===== config.mk =====
export PLATFORM = sky130hd
export DESIGN_NAME = phy_nextpage_irq_regs
export DESIGN_NICKNAME = d
export VERILOG_FILES = /design/src/verilog/phy_regs_pkg.sv /design/src/verilog/mgmt_serial.sv /design/src/verilog/phy_nextpage_irq_regs.sv
export SDC_FILE = /design/constraint.sdc
export NUM_CORES = 1
export LEC_CHECK = 0
export BUFFER_PORTS_ARGS = -buffer_cell sky130_fd_sc_hd__buf_4
export CAP_MARGIN = 20
export CORE_ASPECT_RATIO = 0.6
export CORE_MARGIN = 1.5
export CORE_UTILIZATION = 45
export CTS_BUF_LIST = sky130_fd_sc_hd__clkbuf_16
export CTS_CLUSTER_SIZE = 28
export DETAILED_ROUTE_END_ITERATION = 16
export GPL_TIMING_DRIVEN = 1
export PLACE_DENSITY = 0.62
export SETUP_SLACK_MARGIN = 0.4
export SYNTH_ARGS = -nofsm -noshare
export SYNTH_HDL_FRONTEND = slang
export SYNTH_SLANG_ARGS = --single-unit

===== constraint.sdc =====
create_clock -name sys_clk -period 5.6 [get_ports sys_clk]
set_input_delay 0.84 -clock sys_clk [delete_from_list [all_inputs] [get_ports sys_clk]]
set_output_delay 0.84 -clock sys_clk [all_outputs]
set_load 0.02 [all_outputs]

===== src/verilog/phy_regs_pkg.sv =====
`default_nettype none
package phy_regs_pkg;

  // Register indexes on the management bus
  localparam logic [4:0] LOCAL_NP_ADDR   = 5'h07;
  localparam logic [4:0] PARTNER_NP_ADDR = 5'h08;
  localparam logic [4:0] RX_TALLY_ADDR   = 5'h15;
  localparam logic [4:0] INTR_ADDR       = 5'h1B;
  localparam logic [4:0] PHY_CTRL_ADDR   = 5'h1F;

  // Outgoing next-page word fields
  localparam int NP_MORE_BIT  = 15;
  localparam int NP_MSGPG_BIT = 13;
  localparam int NP_ACK2_BIT  = 12;
  localparam int NP_TOGL_BIT  = 11;
  localparam int NP_MSG_MSB   = 10;
  localparam logic [15:0] LOCAL_NP_RESET   = 16'h2001;
  localparam logic [15:0] LOCAL_NP_WMASK   = 16'hB7FF;
  localparam logic [15:0] PARTNER_NP_RESET = 16'h0000;
  localparam logic [15:0] RX_TALLY_RESET   = 16'h0000;
  localparam logic [15:0] RX_TALLY_MAX     = 16'hFFFF;

  // Interrupt register: enables in the high byte, events in the low byte
  localparam int INTR_EN_LSB   = 8;
  localparam int EV_JABBER     = 7;
  localparam int EV_RX_ERR     = 6;
  localparam int EV_PAGE       = 5;
  localparam int EV_PD_FAULT   = 4;
  localparam int EV_LP_ACK     = 3;
  localparam int EV_LINK_DOWN  = 2;
  localparam int EV_REM_FAULT  = 1;
  localparam int EV_LINK_UP    = 0;
  localparam logic [7:0] INTR_EN_RESET = 8'h00;
  localparam logic [7:0] EVENT_RESET   = 8'h00;

  // Control register: interrupt pin polarity
  localparam int INTR_LEVEL_BIT = 9;
  localparam logic INTR_LEVEL_RESET = 1'b0;

  // Management frame timing in MDC bits
  localparam logic [5:0] PREAMBLE_BITS = 6'd32;
  localparam logic [4:0] HDR_BITS      = 5'd12;
  localparam logic [4:0] DATA_BITS     = 5'd16;
  localparam logic [1:0] OP_READ       = 2'b10;
  localparam logic [1:0] OP_WRITE      = 2'b01;

  // Decoded management access, one cycle per strobe
  typedef struct packed {
    logic        rd;
    logic        wr;
    logic [4:0]  addr;
    logic [15:0] wdata;
  } mgmt_req_type;

  // Line events from the transceiver core, one-cycle pulses
  typedef struct packed {
    logic jabber;
    logic pd_fault;
    logic lp_ack;
    logic link_down;
    logic remote_fault;
    logic link_up;
  } link_evt_type;

endpackage
`default_nettype wire


===== src/verilog/mgmt_serial.sv =====
`timescale 1ns/1ps
`default_nettype none
module mgmt_serial #(
  parameter logic [4:0] PHY_ADDR = 5'h01
) (
  // Clock and reset
  input  wire logic                       sys_clk,
  input  wire logic                       srst,
  // Serial management pins
  input  wire logic                       mdc,
  input  wire logic                       mdio_in,
  output logic                            mdio_out,
  output logic                            mdio_oe,
  // Register access
  output phy_regs_pkg::mgmt_req_type      req,
  input  wire logic [15:0]                rdata
);
  import phy_regs_pkg::*;

  typedef enum logic [4:0] {
    ST_PRE   = 5'b00001,
    ST_START = 5'b00010,
    ST_HDR   = 5'b00100,
    ST_TA    = 5'b01000,
    ST_DATA  = 5'b10000
  } ser_state_type;

  ser_state_type state_q, state_d;
  logic [2:0]    mdc_q, mdc_d;
  logic [1:0]    mdio_q, mdio_d;
  logic [5:0]    pre_q, pre_d;
  logic [4:0]    cnt_q, cnt_d;
  logic [15:0]   sh_q, sh_d;
  logic          is_rd_q, is_rd_d;
  logic          out_q, out_d;
  logic          oe_q, oe_d;
  mgmt_req_type  req_q, req_d;
  logic          rise;
  logic          bit_in;
  logic [11:0]   hdr;

  // Pins pass two flops; the third MDC flop only feeds the edge detect
  assign rise   = mdc_q[1] & ~mdc_q[2];
  assign bit_in = mdio_q[1];
  assign hdr    = {sh_q[10:0], bit_in};

  // Frame decode and read-data shifting
  always_comb begin
    mdc_d   = {mdc_q[1:0], mdc};
    mdio_d  = {mdio_q[0], mdio_in};
    state_d = state_q;
    pre_d   = pre_q;
    cnt_d   = cnt_q;
    sh_d    = sh_q;
    is_rd_d = is_rd_q;
    out_d   = out_q;
    oe_d    = oe_q;
    req_d   = '0;
    req_d.addr = req_q.addr;
    if (req_q.rd) begin
      sh_d = rdata;                        // Capture before read side effects
    end
    if (rise) begin
      case (state_q)
        ST_PRE: begin
          if (bit_in) begin
            pre_d = (pre_q == PREAMBLE_BITS) ? pre_q : pre_q + 6'd1;
          end else begin
            state_d = (pre_q == PREAMBLE_BITS) ? ST_START : ST_PRE;
            pre_d   = 6'd0;
          end
        end
        ST_START: begin
          state_d = bit_in ? ST_HDR : ST_PRE;
          cnt_d   = 5'd0;
        end
        ST_HDR: begin
          sh_d  = {sh_q[14:0], bit_in};
          cnt_d = cnt_q + 5'd1;
          if (cnt_q == HDR_BITS - 5'd1) begin
            cnt_d      = 5'd0;
            req_d.addr = hdr[4:0];
            is_rd_d    = (hdr[11:10] == OP_READ);
            if (hdr[9:5] == PHY_ADDR && (hdr[11:10] == OP_READ || hdr[11:10] == OP_WRITE)) begin
              state_d  = ST_TA;
              req_d.rd = (hdr[11:10] == OP_READ);
            end else begin
              state_d = ST_PRE;
            end
          end
        end
        ST_TA: begin
          cnt_d = cnt_q + 5'd1;
          if (cnt_q == 5'd0) begin
            oe_d  = is_rd_q;               // Drive zero in the second turnaround bit
            out_d = 1'b0;
          end else begin
            state_d = ST_DATA;
            cnt_d   = 5'd0;
            if (is_rd_q) begin
              out_d = sh_q[15];
              sh_d  = {sh_q[14:0], 1'b0};
            end
          end
        end
        ST_DATA: begin
          cnt_d = cnt_q + 5'd1;
          if (is_rd_q) begin
            out_d = sh_q[15];
            sh_d  = {sh_q[14:0], 1'b0};
          end else begin
            sh_d = {sh_q[14:0], bit_in};
          end
          if (cnt_q == DATA_BITS - 5'd1) begin
            state_d = ST_PRE;
            oe_d    = 1'b0;
            out_d   = 1'b0;
            pre_d   = 6'd0;
            if (!is_rd_q) begin
              req_d.wr    = 1'b1;
              req_d.wdata = {sh_q[14:0], bit_in};
            end
          end
        end
        default: state_d = ST_PRE;
      endcase
    end
    if (srst) begin
      state_d = ST_PRE;
      mdc_d   = 3'b000;
      mdio_d  = 2'b00;
      pre_d   = 6'd0;
      cnt_d   = 5'd0;
      sh_d    = 16'h0000;
      is_rd_d = 1'b0;
      out_d   = 1'b0;
      oe_d    = 1'b0;
      req_d   = '0;
    end
  end

  // State registers
  always_ff @(posedge sys_clk) begin
    state_q <= state_d;
    mdc_q   <= mdc_d;
    mdio_q  <= mdio_d;
    pre_q   <= pre_d;
    cnt_q   <= cnt_d;
    sh_q    <= sh_d;
    is_rd_q <= is_rd_d;
    out_q   <= out_d;
    oe_q    <= oe_d;
    req_q   <= req_d;
  end

  assign mdio_out = out_q;
  assign mdio_oe  = oe_q;
  assign req      = req_q;

endmodule // mgmt_serial
`default_nettype wire


===== src/verilog/phy_nextpage_irq_regs.sv =====
// Operation
// Ack-2 bit 7.12 is writable, one means local station complies, resets zero.
// Toggle bit 7.11 is read-only, follows last sent page toggle, resets zero.
// Message field 7.10:0 is writable, eleven bits, default value 001.
// Partner word readable; 8.15 more pages, 8.13 message page, resets zero.
// Bit 8.14 shows partner acknowledge of successful link word receipt.
// Bit 8.12 shows partner able to act on the message.
// Bit 8.11 shows partner toggle, one when previous toggle was zero.
// Register 15h counts received packets carrying a receive error, sixteen bits.
// Enables at 1b.15 to 1b.8, writable, default zero.
// Jabber event sets self-clearing bit 1b.7.
// Receive error sets self-clearing bit 1b.6.
// New page received sets self-clearing bit 1b.5.
// Parallel detect fault sets self-clearing bit 1b.4.
// Partner ack, link down, remote fault, link up set bits 1b.3 to 1b.0.
// Bit 1f.9 picks interrupt pin polarity, zero means active low.
// Pin active while any enabled event is set; reading 1bh clears events.
// Host reads 1bh to acknowledge and writes next page before it is sent.
`timescale 1ns/1ps
`default_nettype none
module phy_nextpage_irq_regs #(
  parameter logic [4:0] PHY_ADDR = 5'h01
) (
  // Clock and reset
  input  wire logic                       sys_clk,
  input  wire logic                       srst,
  // Serial management pins
  input  wire logic                       mdc,
  input  wire logic                       mdio_in,
  output logic                            mdio_out,
  output logic                            mdio_oe,
  // Receive interface of the transceiver core
  input  wire logic                       rx_dv,
  input  wire logic                       rx_er,
  // Auto-negotiation engine
  input  wire logic                       partner_page_valid,
  input  wire logic [15:0]                partner_page_word,
  input  wire logic                       local_page_sent,
  output logic [15:0]                     local_page_word,
  // Line events
  input  wire phy_regs_pkg::link_evt_type link_evt,
  // Interrupt pin
  output logic                            intr_pin
);
  import phy_regs_pkg::*;

  mgmt_req_type req;
  logic [15:0]  rdata;
  logic [15:0]  local_q, local_d;
  logic [15:0]  partner_q, partner_d;
  logic [15:0]  tally_q, tally_d;
  logic [7:0]   en_q, en_d;
  logic [7:0]   evt_q, evt_d;
  logic         level_q, level_d;
  logic         intr_q, intr_d;
  logic         in_err_q, in_err_d;
  logic         err_start;
  logic [7:0]   evt_set;
  logic         pending;

  // Serial frame engine
  mgmt_serial #(
    .PHY_ADDR (PHY_ADDR)
  ) u_serial (
    .sys_clk  (sys_clk),
    .srst     (srst),
    .mdc      (mdc),
    .mdio_in  (mdio_in),
    .mdio_out (mdio_out),
    .mdio_oe  (mdio_oe),
    .req      (req),
    .rdata    (rdata)
  );

  // First error cycle of a packet
  assign err_start = rx_dv & rx_er & ~in_err_q;

  // Event pulses in register bit order
  assign evt_set = {link_evt.jabber, err_start, partner_page_valid, link_evt.pd_fault,
                    link_evt.lp_ack, link_evt.link_down, link_evt.remote_fault, link_evt.link_up};
  assign pending = |(evt_q & en_q);

  // Read data mux, unmapped addresses read zero
  always_comb begin
    rdata = 16'h0000;
    case (req.addr)
      LOCAL_NP_ADDR:   rdata = local_q;
      PARTNER_NP_ADDR: rdata = partner_q;
      RX_TALLY_ADDR:   rdata = tally_q;
      INTR_ADDR:       rdata = {en_q, evt_q};
      PHY_CTRL_ADDR:   rdata[INTR_LEVEL_BIT] = level_q;
      default:         rdata = 16'h0000;
    endcase
  end

  // Register next values
  always_comb begin
    local_d   = local_q;
    partner_d = partner_q;
    tally_d   = tally_q;
    en_d      = en_q;
    evt_d     = evt_q;
    level_d   = level_q;
    in_err_d  = rx_dv & (in_err_q | rx_er);
    if (req.wr && req.addr == LOCAL_NP_ADDR) begin
      local_d = (local_q & ~LOCAL_NP_WMASK) | (req.wdata & LOCAL_NP_WMASK);
    end
    if (local_page_sent) begin
      local_d[NP_TOGL_BIT] = ~local_q[NP_TOGL_BIT];
    end
    // Partner word is stored as received, its toggle coding included
    if (partner_page_valid) begin
      partner_d = partner_page_word;
    end
    // Saturate so an error flood never wraps back to a small count
    if (err_start && tally_q != RX_TALLY_MAX) begin
      tally_d = tally_q + 16'h0001;
    end
    if (req.wr && req.addr == INTR_ADDR) begin
      en_d = req.wdata[15:INTR_EN_LSB];
    end
    // Pin polarity is the only bit kept in the control register
    if (req.wr && req.addr == PHY_CTRL_ADDR) begin
      level_d = req.wdata[INTR_LEVEL_BIT];
    end
    // Read clears events; a new event in the same cycle still lands
    if (req.rd && req.addr == INTR_ADDR) begin
      evt_d = 8'h00;
    end
    evt_d   = evt_d | evt_set;
    intr_d  = level_q ? pending : ~pending;
    if (srst) begin
      local_d   = LOCAL_NP_RESET;
      partner_d = PARTNER_NP_RESET;
      tally_d   = RX_TALLY_RESET;
      en_d      = INTR_EN_RESET;
      evt_d     = EVENT_RESET;
      level_d   = INTR_LEVEL_RESET;
      in_err_d  = 1'b0;
      intr_d    = ~INTR_LEVEL_RESET;
    end
  end

  // Register state
  always_ff @(posedge sys_clk) begin
    local_q   <= local_d;
    partner_q <= partner_d;
    tally_q   <= tally_d;
    en_q      <= en_d;
    evt_q     <= evt_d;
    level_q   <= level_d;
    intr_q    <= intr_d;
    in_err_q  <= in_err_d;
  end

  // Outputs straight from their registers
  assign local_page_word = local_q;
  assign intr_pin        = intr_q;

  // Checks on register behaviour
  property p_ack2_write;
    @(posedge sys_clk) disable iff (srst)
    req.wr && req.addr == LOCAL_NP_ADDR |=> local_q[NP_ACK2_BIT] == $past(req.wdata[NP_ACK2_BIT]);
  endproperty
  a_ack2_write: assert property (p_ack2_write) else $error("ack2 bit not written");

  property p_toggle_flip;
    @(posedge sys_clk) disable iff (srst)
    local_page_sent |=> local_q[NP_TOGL_BIT] != $past(local_q[NP_TOGL_BIT]);
  endproperty
  a_toggle_flip: assert property (p_toggle_flip) else $error("toggle did not flip");

  property p_msg_write;
    @(posedge sys_clk) disable iff (srst)
    req.wr && req.addr == LOCAL_NP_ADDR |=> local_q[NP_MSG_MSB:0] == $past(req.wdata[NP_MSG_MSB:0]);
  endproperty
  a_msg_write: assert property (p_msg_write) else $error("message field not written");

  property p_partner_load;
    @(posedge sys_clk) disable iff (srst)
    partner_page_valid |=> partner_q == $past(partner_page_word) ##1 1'b1;
  endproperty
  a_partner_load: assert property (p_partner_load) else $error("partner word not loaded");

  property p_tally_inc;
    @(posedge sys_clk) disable iff (srst)
    err_start && tally_q != RX_TALLY_MAX |=> tally_q == $past(tally_q) + 16'h0001;
  endproperty
  a_tally_inc: assert property (p_tally_inc) else $error("error tally missed a packet");

  property p_enable_write;
    @(posedge sys_clk) disable iff (srst)
    req.wr && req.addr == INTR_ADDR |=> en_q == $past(req.wdata[15:INTR_EN_LSB]);
  endproperty
  a_enable_write: assert property (p_enable_write) else $error("enables not written");

  property p_high_events;
    @(posedge sys_clk) disable iff (srst)
    |evt_set[7:4] |=> (evt_q[7:4] & $past(evt_set[7:4])) == $past(evt_set[7:4]);
  endproperty
  a_high_events: assert property (p_high_events) else $error("event bit not set");

  property p_low_events;
    @(posedge sys_clk) disable iff (srst)
    |evt_set[3:0] |=> (evt_q[3:0] & $past(evt_set[3:0])) == $past(evt_set[3:0]);
  endproperty
  a_low_events: assert property (p_low_events) else $error("low event bit not set");

  property p_polarity;
    @(posedge sys_clk) disable iff (srst)
    ##1 intr_pin == ($past(level_q) ? $past(pending) : !$past(pending));
  endproperty
  a_polarity: assert property (p_polarity) else $error("interrupt pin polarity wrong");

  property p_read_clear;
    @(posedge sys_clk) disable iff (srst)
    req.rd && req.addr == INTR_ADDR && evt_set == 8'h00 |=> evt_q == 8'h00;
  endproperty
  a_read_clear: assert property (p_read_clear) else $error("read did not clear events");

  // Stability: each field moves only through its own strobe
  property p_ack2_hold;
    @(posedge sys_clk) disable iff (srst)
    !(req.wr && req.addr == LOCAL_NP_ADDR) |=> $stable(local_q[NP_ACK2_BIT]);
  endproperty
  a_ack2_hold: assert property (p_ack2_hold) else $error("ack2 bit changed without a write");

  property p_toggle_hold;
    @(posedge sys_clk) disable iff (srst)
    !local_page_sent |=> $stable(local_q[NP_TOGL_BIT]);
  endproperty
  a_toggle_hold: assert property (p_toggle_hold) else $error("toggle changed without a sent page");

  property p_msg_hold;
    @(posedge sys_clk) disable iff (srst)
    !(req.wr && req.addr == LOCAL_NP_ADDR) |=> $stable(local_q[NP_MSG_MSB:0]);
  endproperty
  a_msg_hold: assert property (p_msg_hold) else $error("message field changed without a write");

  property p_partner_hold;
    @(posedge sys_clk) disable iff (srst)
    !partner_page_valid |=> $stable(partner_q);
  endproperty
  a_partner_hold: assert property (p_partner_hold) else $error("partner word changed without a page");

  property p_tally_hold;
    @(posedge sys_clk) disable iff (srst)
    !err_start |=> $stable(tally_q);
  endproperty
  a_tally_hold: assert property (p_tally_hold) else $error("error tally moved without an error");

  property p_tally_sat;
    @(posedge sys_clk) disable iff (srst)
    tally_q == RX_TALLY_MAX |=> tally_q == RX_TALLY_MAX;
  endproperty
  a_tally_sat: assert property (p_tally_sat) else $error("error tally wrapped");

  property p_enable_hold;
    @(posedge sys_clk) disable iff (srst)
    !(req.wr && req.addr == INTR_ADDR) |=> $stable(en_q);
  endproperty
  a_enable_hold: assert property (p_enable_hold) else $error("enables changed without a write");

  property p_event_cause;
    @(posedge sys_clk) disable iff (srst)
    evt_set == 8'h00 |=> (evt_q & ~$past(evt_q)) == 8'h00;
  endproperty
  a_event_cause: assert property (p_event_cause) else $error("event bit set without a cause");

  property p_event_keep;
    @(posedge sys_clk) disable iff (srst)
    !(req.rd && req.addr == INTR_ADDR) |=> (evt_q & $past(evt_q)) == $past(evt_q);
  endproperty
  a_event_keep: assert property (p_event_keep) else $error("event bit lost without a read");

  property p_set_wins;
    @(posedge sys_clk) disable iff (srst)
    req.rd && req.addr == INTR_ADDR |=> evt_q == $past(evt_set);
  endproperty
  a_set_wins: assert property (p_set_wins) else $error("event during read clear was lost");

  property p_level_write;
    @(posedge sys_clk) disable iff (srst)
    req.wr && req.addr == PHY_CTRL_ADDR |=> level_q == $past(req.wdata[INTR_LEVEL_BIT]);
  endproperty
  a_level_write: assert property (p_level_write) else $error("polarity bit not written");

  property p_level_hold;
    @(posedge sys_clk) disable iff (srst)
    !(req.wr && req.addr == PHY_CTRL_ADDR) |=> $stable(level_q);
  endproperty
  a_level_hold: assert property (p_level_hold) else $error("polarity changed without a write");

  // Main scenarios
  c_read_intr: cover property (@(posedge sys_clk) disable iff (srst) req.rd && req.addr == INTR_ADDR && evt_q != 8'h00);
  c_write_np: cover property (@(posedge sys_clk) disable iff (srst) req.wr && req.addr == LOCAL_NP_ADDR);
  c_irq_on: cover property (@(posedge sys_clk) disable iff (srst) pending ##2 intr_pin == level_q);
  c_tally_more: cover property (@(posedge sys_clk) disable iff (srst) err_start && tally_q != RX_TALLY_RESET);
  c_active_high: cover property (@(posedge sys_clk) disable iff (srst) level_q && pending);

endmodule // phy_nextpage_irq_regs
`default_nettype wire


==> results of run 1 <==
==> where the power goes <==
group / leakage [nW] / switching, W / internal [W]
clock network: 0.296 / 0.000395 / 0.000732
registers: 1.05 / 0.0000131 / 0.000933
logic: 1.30 / 0.0000351 / 0.0000287
==> final cells by class <==
cell class | instances | area share
repair buffers | 51 | 0.0574
inverters | 14 | 0.00787
well taps | 165 | 0.0309
clock inverters | 14 | 0.0261
clock buffers | 17 | 0.0637
multi-input cells | 465 | 0.427
flip-flops and latches | 129 | 0.387
==> through the flow <==
stage	hold WS [ns]	power, W	cell area, sq um
finish	0.435	0.00214	6680
floorplan	0.414	0.00100	5650
global route	0.456	0.00221	6680
detailed placement	0.426	0.00103	6080
global placement	0.425	0.00103	6080
CTS	0.440	0.00215	6680
==> cells by family (layout without fill, tap and decap cells) <==
logic type / after synthesis / count (layout) / share of synthesized area
xor+xnor: 13 / 13 / 0.0201
simple gates: 265 / 265 / 0.234
mux: 30 / 30 / 0.0531
other cells: 1 / 1 / 0.000663
compound gates: 149 / 149 / 0.181
fa+ha+maj: 7 / 7 / 0.0155
buf+inv: 49 / 96 / 0.0396
flops: 129 / 129 / 0.457
==> routing by layer <==
layer	vias up	track usage
li1	2366	-
met1	2370	0.352
met2	168	0.319
met3	21	0.0609
met4	0	0.0858
met5	-	0
==> critical path: cells and delay by family, from the launching register on <==
| kind | cells | cell delay, ns |
|---|---|---|
| flops | 1 | 0.44 |
| simple gates | 2 | 1.00 |
| compound gates | 3 | 1.09 |
==> worst min-delay path by stage <==
stage | startpoint | to | slack, ns | depth (start not counted)
after floorplan | u_serial.mdc_q[0]$_SDFF_PP0_ | u_serial.mdc_q[1]$_SDFF_PP0_ | 0.41 | 1
after global placement | u_serial.mdc_q[0]$_SDFF_PP0_ | u_serial.mdc_q[1]$_SDFF_PP0_ | 0.42 | 1
after detailed placement | u_serial.mdc_q[0]$_SDFF_PP0_ | u_serial.mdc_q[1]$_SDFF_PP0_ | 0.43 | 1
after CTS | u_serial.mdc_q[0]$_SDFF_PP0_ | u_serial.mdc_q[1]$_SDFF_PP0_ | 0.44 | 1
after global routing | u_serial.mdc_q[0]$_SDFF_PP0_ | u_serial.mdc_q[1]$_SDFF_PP0_ | 0.46 | 1
final | u_serial.mdc_q[0]$_SDFF_PP0_ | u_serial.mdc_q[1]$_SDFF_PP0_ | 0.44 | 1
==> registers in the layout (all words and copies together), names as in the netlist, 2 cells and up <==
name              count
en_q                  8
evt_q                 8
local_page_word      15
partner_q            16
tally_q              16
u_serial.cnt_q        5
u_serial.mdc_q        3
u_serial.mdio_q       2
u_serial.pre_q        6
u_serial.req         23
u_serial.sh_q        16
u_serial.state_q      5
==> cell usage after synthesis (2+ instances only) <==
library cell / n / area share
o31a_1: 2 / 0.0031
a22oi_1: 5 / 0.0066
or3_1: 2 / 0.0022
and3_1: 9 / 0.010
buf_2: 8 / 0.0071
a21oi_1: 47 / 0.042
buf_6: 2 / 0.0040
o21a_1: 5 / 0.0066
nor4b_1: 2 / 0.0031
nand4b_1: 4 / 0.0062
nand2b_1: 5 / 0.0055
nor2_1: 76 / 0.050
nand3b_1: 4 / 0.0053
clkbuf_1: 20 / 0.013
a22o_1: 27 / 0.042
o21ai_0: 22 / 0.019
and4_1: 3 / 0.0046
nor2b_1: 12 / 0.013
nand2_1: 69 / 0.046
buf_1: 2 / 0.0013
nor3_1: 12 / 0.011
and2_1: 17 / 0.019
xor2_1: 12 / 0.019
o211ai_1: 4 / 0.0053
mux2i_1: 30 / 0.053
ha_1: 7 / 0.015
dfxtp_1: 129 / 0.46
nand4_1: 5 / 0.0055
nand3_1: 28 / 0.025
inv_1: 14 / 0.0093
o2111ai_1: 5 / 0.0077
or4_1: 5 / 0.0066
o211a_1: 3 / 0.0053
a311oi_1: 15 / 0.023
a31oi_1: 3 / 0.0033
==> results.cfg, run 1 <==
[placed_design]
gp_congestion = 0.850
dpl.cell_count = 824
hpwlAfterDp_microns = 10700
dp_slack_ns = 3.05
io_buffers = 47

[drt]
drtIter0Drc = 332
drt_pass1_iterations = 5
wl_per_cell_microns = 17.7
wl_met3_microns = 1090
highest-signal-layer = met4
finalWirelength_microns = 15100
antenna_left = 0
met2_length_microns = 6160
wl_met1_microns = 7700
vias = 4925
drc = 0
routed_via_density = 5.76

[sta]
finalCriticalPeriod_ns = 2.62
period_share = 0.467
hold_viol = 0
setup_viol = 0
timing.final.max_slew_violations = 0
setup_slack_ns = 2.98
skew_ns = 0.00684
slew_headroom = 0.341
rsz0062_at_grt = false
timing.fmax_mhz = 382
worst_pin_slew_ns = 0.988
fin_tns_setup_ns = 0

[clock_tree]
ctsHoldBuffers = 0
htreeDepth = 4
cts_made_buffers = 17
clkTransAtPathRegs_ns = 0.06
postCtsSetupBuffers = 0
clockBufferDepth = 2
cts_root_buffer = clkbuf_16
cts.sinks = 129
cts_tree = built
ctsResizeCount = 0
insertion_delay_ns = 0.41

[synthesis]
syn_area_per_cell_sq_um = 8.79
synth-edff-count = 0
seq_area_frac_synth = 0.457
synth_ff_type = dfxtp_1
synth_seq_cells = 129
netlist_instances = 643
ys_warn_count = 0
syn-cell-area_sq_um = 5650
ys_types = 63
async_flop_share = 0
synth_nets = 680

[cells_and_area]
final-instance-count-excl-fill = 855
final_common_cell = dfxtp_1
areaGrowthSynthToFinish_pct = 18.1
nNetsFinal = 715
antenna_cells = 0
final_cell_mix = dfxtp_1, nor2_1, nand2_1, buf_4, a21oi_1
multiInputGateArea_sq_um = 2850
fill_cells = 1097
regArea_sq_um = 2580
drive_above_1_share = 0.130
post-route-util = 0.550

[setup_path]
cp_data_arrival_time_ns = 2.93
max_stage_delay_ns = 0.82
start_kind = flop
path_cells = nand2b_1, nor4b_4, o31a_1, o21ai_0, a311oi_1
path_max_fanout = 17
reg2reg_to = u_serial.sh_q[5]$_SDFF_PP0_
r2r_start = u_serial.req[18]$_SDFFE_PP0P_
worst-setup-path-type = reg -> reg
slowest_stage = nor4b_4
r2r_slack_ns = 2.98
cp-endpoint = u_serial.sh_q[5]$_SDFF_PP0_
critPathLaunch = u_serial.req[18]$_SDFFE_PP0P_
reg2regPathDepth = 5
worst_setup_path_end_kind = flop
cp.required_ns = 5.91

[job]
max_cap_violations = 0

[floorplanning]
core_sq_um = 12100
rows = 31
initial_core_util = 0.466
dieWidth_microns = 148
io_pins = 49
die-area_sq_um = 13300
die_h_microns = 89.8

[grt]
track_usage = 0.235
antenna_found_initial = 0
grt_pass1_wl_microns = 24100
grt_max_degree = 55
grt_pass1_vias = 4544
overflow = 0

[hold_path]
hold_path.class = reg -> reg

[power_and_ir_drop]
peakVddDrop_uv = 196
p_leak_nw = 2.64
power.density_nw_per_um2 = 320

[status]
status = complete, no violations
Note: power is estimated with default switching activity, not from simulation.
==> run 2, diff against run 1 <==
--- a/config.mk
+++ b/config.mk
@@ -5,6 +5,7 @@
 export SDC_FILE = /design/constraint.sdc
 export NUM_CORES = 1
 export LEC_CHECK = 0
+export ABC_AREA = 1
 export BUFFER_PORTS_ARGS = -buffer_cell sky130_fd_sc_hd__buf_4
 export CAP_MARGIN = 20
 export CORE_ASPECT_RATIO = 0.6
==> constraint.sdc (replaced) <==
create_clock -name sys_clk -period 2.68 [get_ports sys_clk]
set_input_delay 0.402 -clock sys_clk [delete_from_list [all_inputs] [get_ports sys_clk]]
set_output_delay 0.402 -clock sys_clk [all_outputs]
set_load 0.02 [all_outputs]
==> run 2 against run 1 <==
Die area rose by 8.2%; critical path depth rose by 4; combinational power rose to 3.0 times the previous value; area after synthesis rose by 8.4%; worst setup slack got worse by 2.3 ns; via count rose by 23%; count of clock-buffer cells in the layout did not move; cell area rose by 7.5%.
==> results.cfg, run 2 <==
[status]
status = complete, no violations

[power_and_ir_drop]
p_int_w = 0.00341
power.density_nw_per_um2 = 625
p_leak_nw = 2.98
p_comb_frac = 0.043
power_w = 0.00448
seqPwrFrac = 0.445
p_sw_w = 0.00108
clock_power_share = 0.513
swShare = 0.240
peakVddDrop_uv = 402

[clock_tree]
cts_tree = built
cts.sinks = 129
cts_made_buffers = 17
clkTransAtPathRegs_ns = 0.06
postCtsSetupBuffers = 0
clockBufferDepth = 2
cts_root_buffer = clkbuf_16
insertion_delay_ns = 0.42
htreeDepth = 4
ctsResizeCount = 0
ctsHoldBuffers = 0

[sta]
rsz0062_at_grt = false
setup_viol = 0
worst_pin_slew_ns = 0.872
hold_viol = 0
fin_tns_setup_ns = 0
period_share = 0.741
timing.fmax_mhz = 503
skew_ns = 0.00778
finalCriticalPeriod_ns = 1.99
slew_headroom = 0.418
timing.final.max_slew_violations = 0

[floorplanning]
core_sq_um = 13100
dieWidth_microns = 154
io_pins = 49
initial_core_util = 0.469
rows = 32
die_h_microns = 93.4
die-area_sq_um = 14300

[synthesis]
yosys.area.top_type = dfxtp_1
syn_area_per_cell_sq_um = 6.82
post-synth-top-area-fraction = 0.421
async_flop_share = 0
ys_types = 33
synth_common_cells = nand2_1, nor2_1, dfxtp_1
ys_warn_count = 0
synth_nets = 936
netlist_instances = 899
seq_area_frac_synth = 0.421
yosysMostFrequentCell = nand2_1
synth_seq_cells = 129
synth_ff_type = dfxtp_1
syn-cell-area_sq_um = 6130
synth-edff-count = 0
synthTopCellsByArea = dfxtp_1, nand2_1, nand3_1

[setup_path]
path_delay_family = simple AND/OR/NAND/NOR gates
worst_setup_path_end_kind = flop
max_stage_delay_ns = 0.40
path_max_fanout = 17
cp_data_arrival_time_ns = 2.31
start_kind = flop
path_cells = ha_1, inv_1, nor2_2, nand3_1, nand2_1, nand2_2, inv_2, nand2_1, a21oi_1
worst-setup-path-type = reg -> reg
cp_num_buf_inv = 2
cpMostUsedCell = nand2_1
cp.required_ns = 3.01
slowest_stage = dfxtp_1
r2r_slack_ns = 0.69

[cells_and_area]
post-route-util = 0.550
final_common_cell = nand2_1
drive_above_1_share = 0.123
fill_cells = 1288
antenna_cells = 0
areaGrowthSynthToFinish_pct = 17.1
final-instance-count-excl-fill = 1119
regArea_sq_um = 2580
final_cell_mix = nand2_1, nor2_1, dfxtp_1, nand3_1, a21oi_1
largest_register_ffs = 23
multiInputGateArea_sq_um = 3110
final_cell_area_sq_um = 7180
nNetsFinal = 973

[drt]
drc = 0
antenna_left = 0
wl_per_cell_microns = 15.9
drtIter0Drc = 564
drt_pass1_iterations = 7
routed_via_density = 5.43
finalWirelength_microns = 17800
vias = 6077

[placed_design]
gp_congestion = 0.923
io_buffers = 47
dpl.cell_count = 1087
hpwlAfterDp_microns = 12900
postPlaceCellArea_sq_um = 6590

[hold_path]
hold_path.class = in -> reg

[grt]
track_usage = 0.263
grt_pass1_wl_microns = 29500
grt_pass1_vias = 5649
grt_max_degree = 76
antenna_found_initial = 0
overflow = 0

[job]
max_cap_violations = 0
==> run 2: logic make-up (layout without fill, tap and decap cells) <==
| group | count (synthesis) | in the layout | share of synthesized area |
|---|---|---|---|
| AO/OA/AOI/OAI | 115 | 115 | 0.0954 |
| XOR/XNOR | 11 | 11 | 0.0157 |
| adder cells (fa/ha/maj) | 7 | 7 | 0.0143 |
| buffers and inverters | 106 | 156 | 0.0723 |
| flip-flops | 129 | 129 | 0.421 |
| other | 1 | 1 | 0.000612 |
| AND/OR/NAND/NOR | 530 | 530 | 0.380 |
==> run 2: metal layers <==
| metal | up-vias | wire [microns] | track usage |
|---|---|---|---|
| met1 | 2819 | 9470 | 0.413 |
| li1 | 3010 | - | - |
| met3 | 17 | 1510 | 0.0584 |
| met4 | 0 | 166 | 0.0688 |
| met5 | - | 0 | 0 |
| met2 | 231 | 6670 | 0.353 |
==> run 2: path summary, 6_finish.rpt <==
kind | from | end | cells past startpoint
worst min register to register | u_serial.mdio_q[0]$_SDFF_PP0_ | u_serial.mdio_q[1]$_SDFF_PP0_ | 2
worst min-delay path | local_page_sent | local_page_word[11]$_SDFFE_PP0P_ | 2
worst max-delay path | tally_q[0]$_SDFFE_PP0P_ | tally_q[6]$_SDFFE_PP0P_ | 9
worst max register to register | tally_q[0]$_SDFFE_PP0P_ | tally_q[6]$_SDFFE_PP0P_ | 9
==> run 2: final cells by class <==
type / count / share of cell area
clock buffer: 17 / 0.0593
clock inverter: 15 / 0.0223
inverter: 65 / 0.0340
multi-input combinational: 664 / 0.433
sequential: 129 / 0.360
tap: 170 / 0.0296
timing repair buffer: 59 / 0.0617
==> run 2: power groups by stage <==
stage / sequential (W) / combinational, W / clock, W
3_3_place_gp: 0.00204 / 0.000185 / 0
2_1_floorplan: 0.00202 / 0.000123 / 0
5_1_grt: 0.00200 / 0.000215 / 0.00242
4_1_cts: 0.00199 / 0.000189 / 0.00233
3_5_place_dp: 0.00203 / 0.000188 / 0
6_report: 0.00199 / 0.000191 / 0.00230
==> run 2: per-stage QoR <==
step                hold slack, ns  setup WS, ns
detailed placement           0.393         0.674
finish                       0.171         0.694
global route                 0.163         0.449
CTS                          0.159         0.664
global placement             0.397         0.798
floorplan                    0.388         0.962
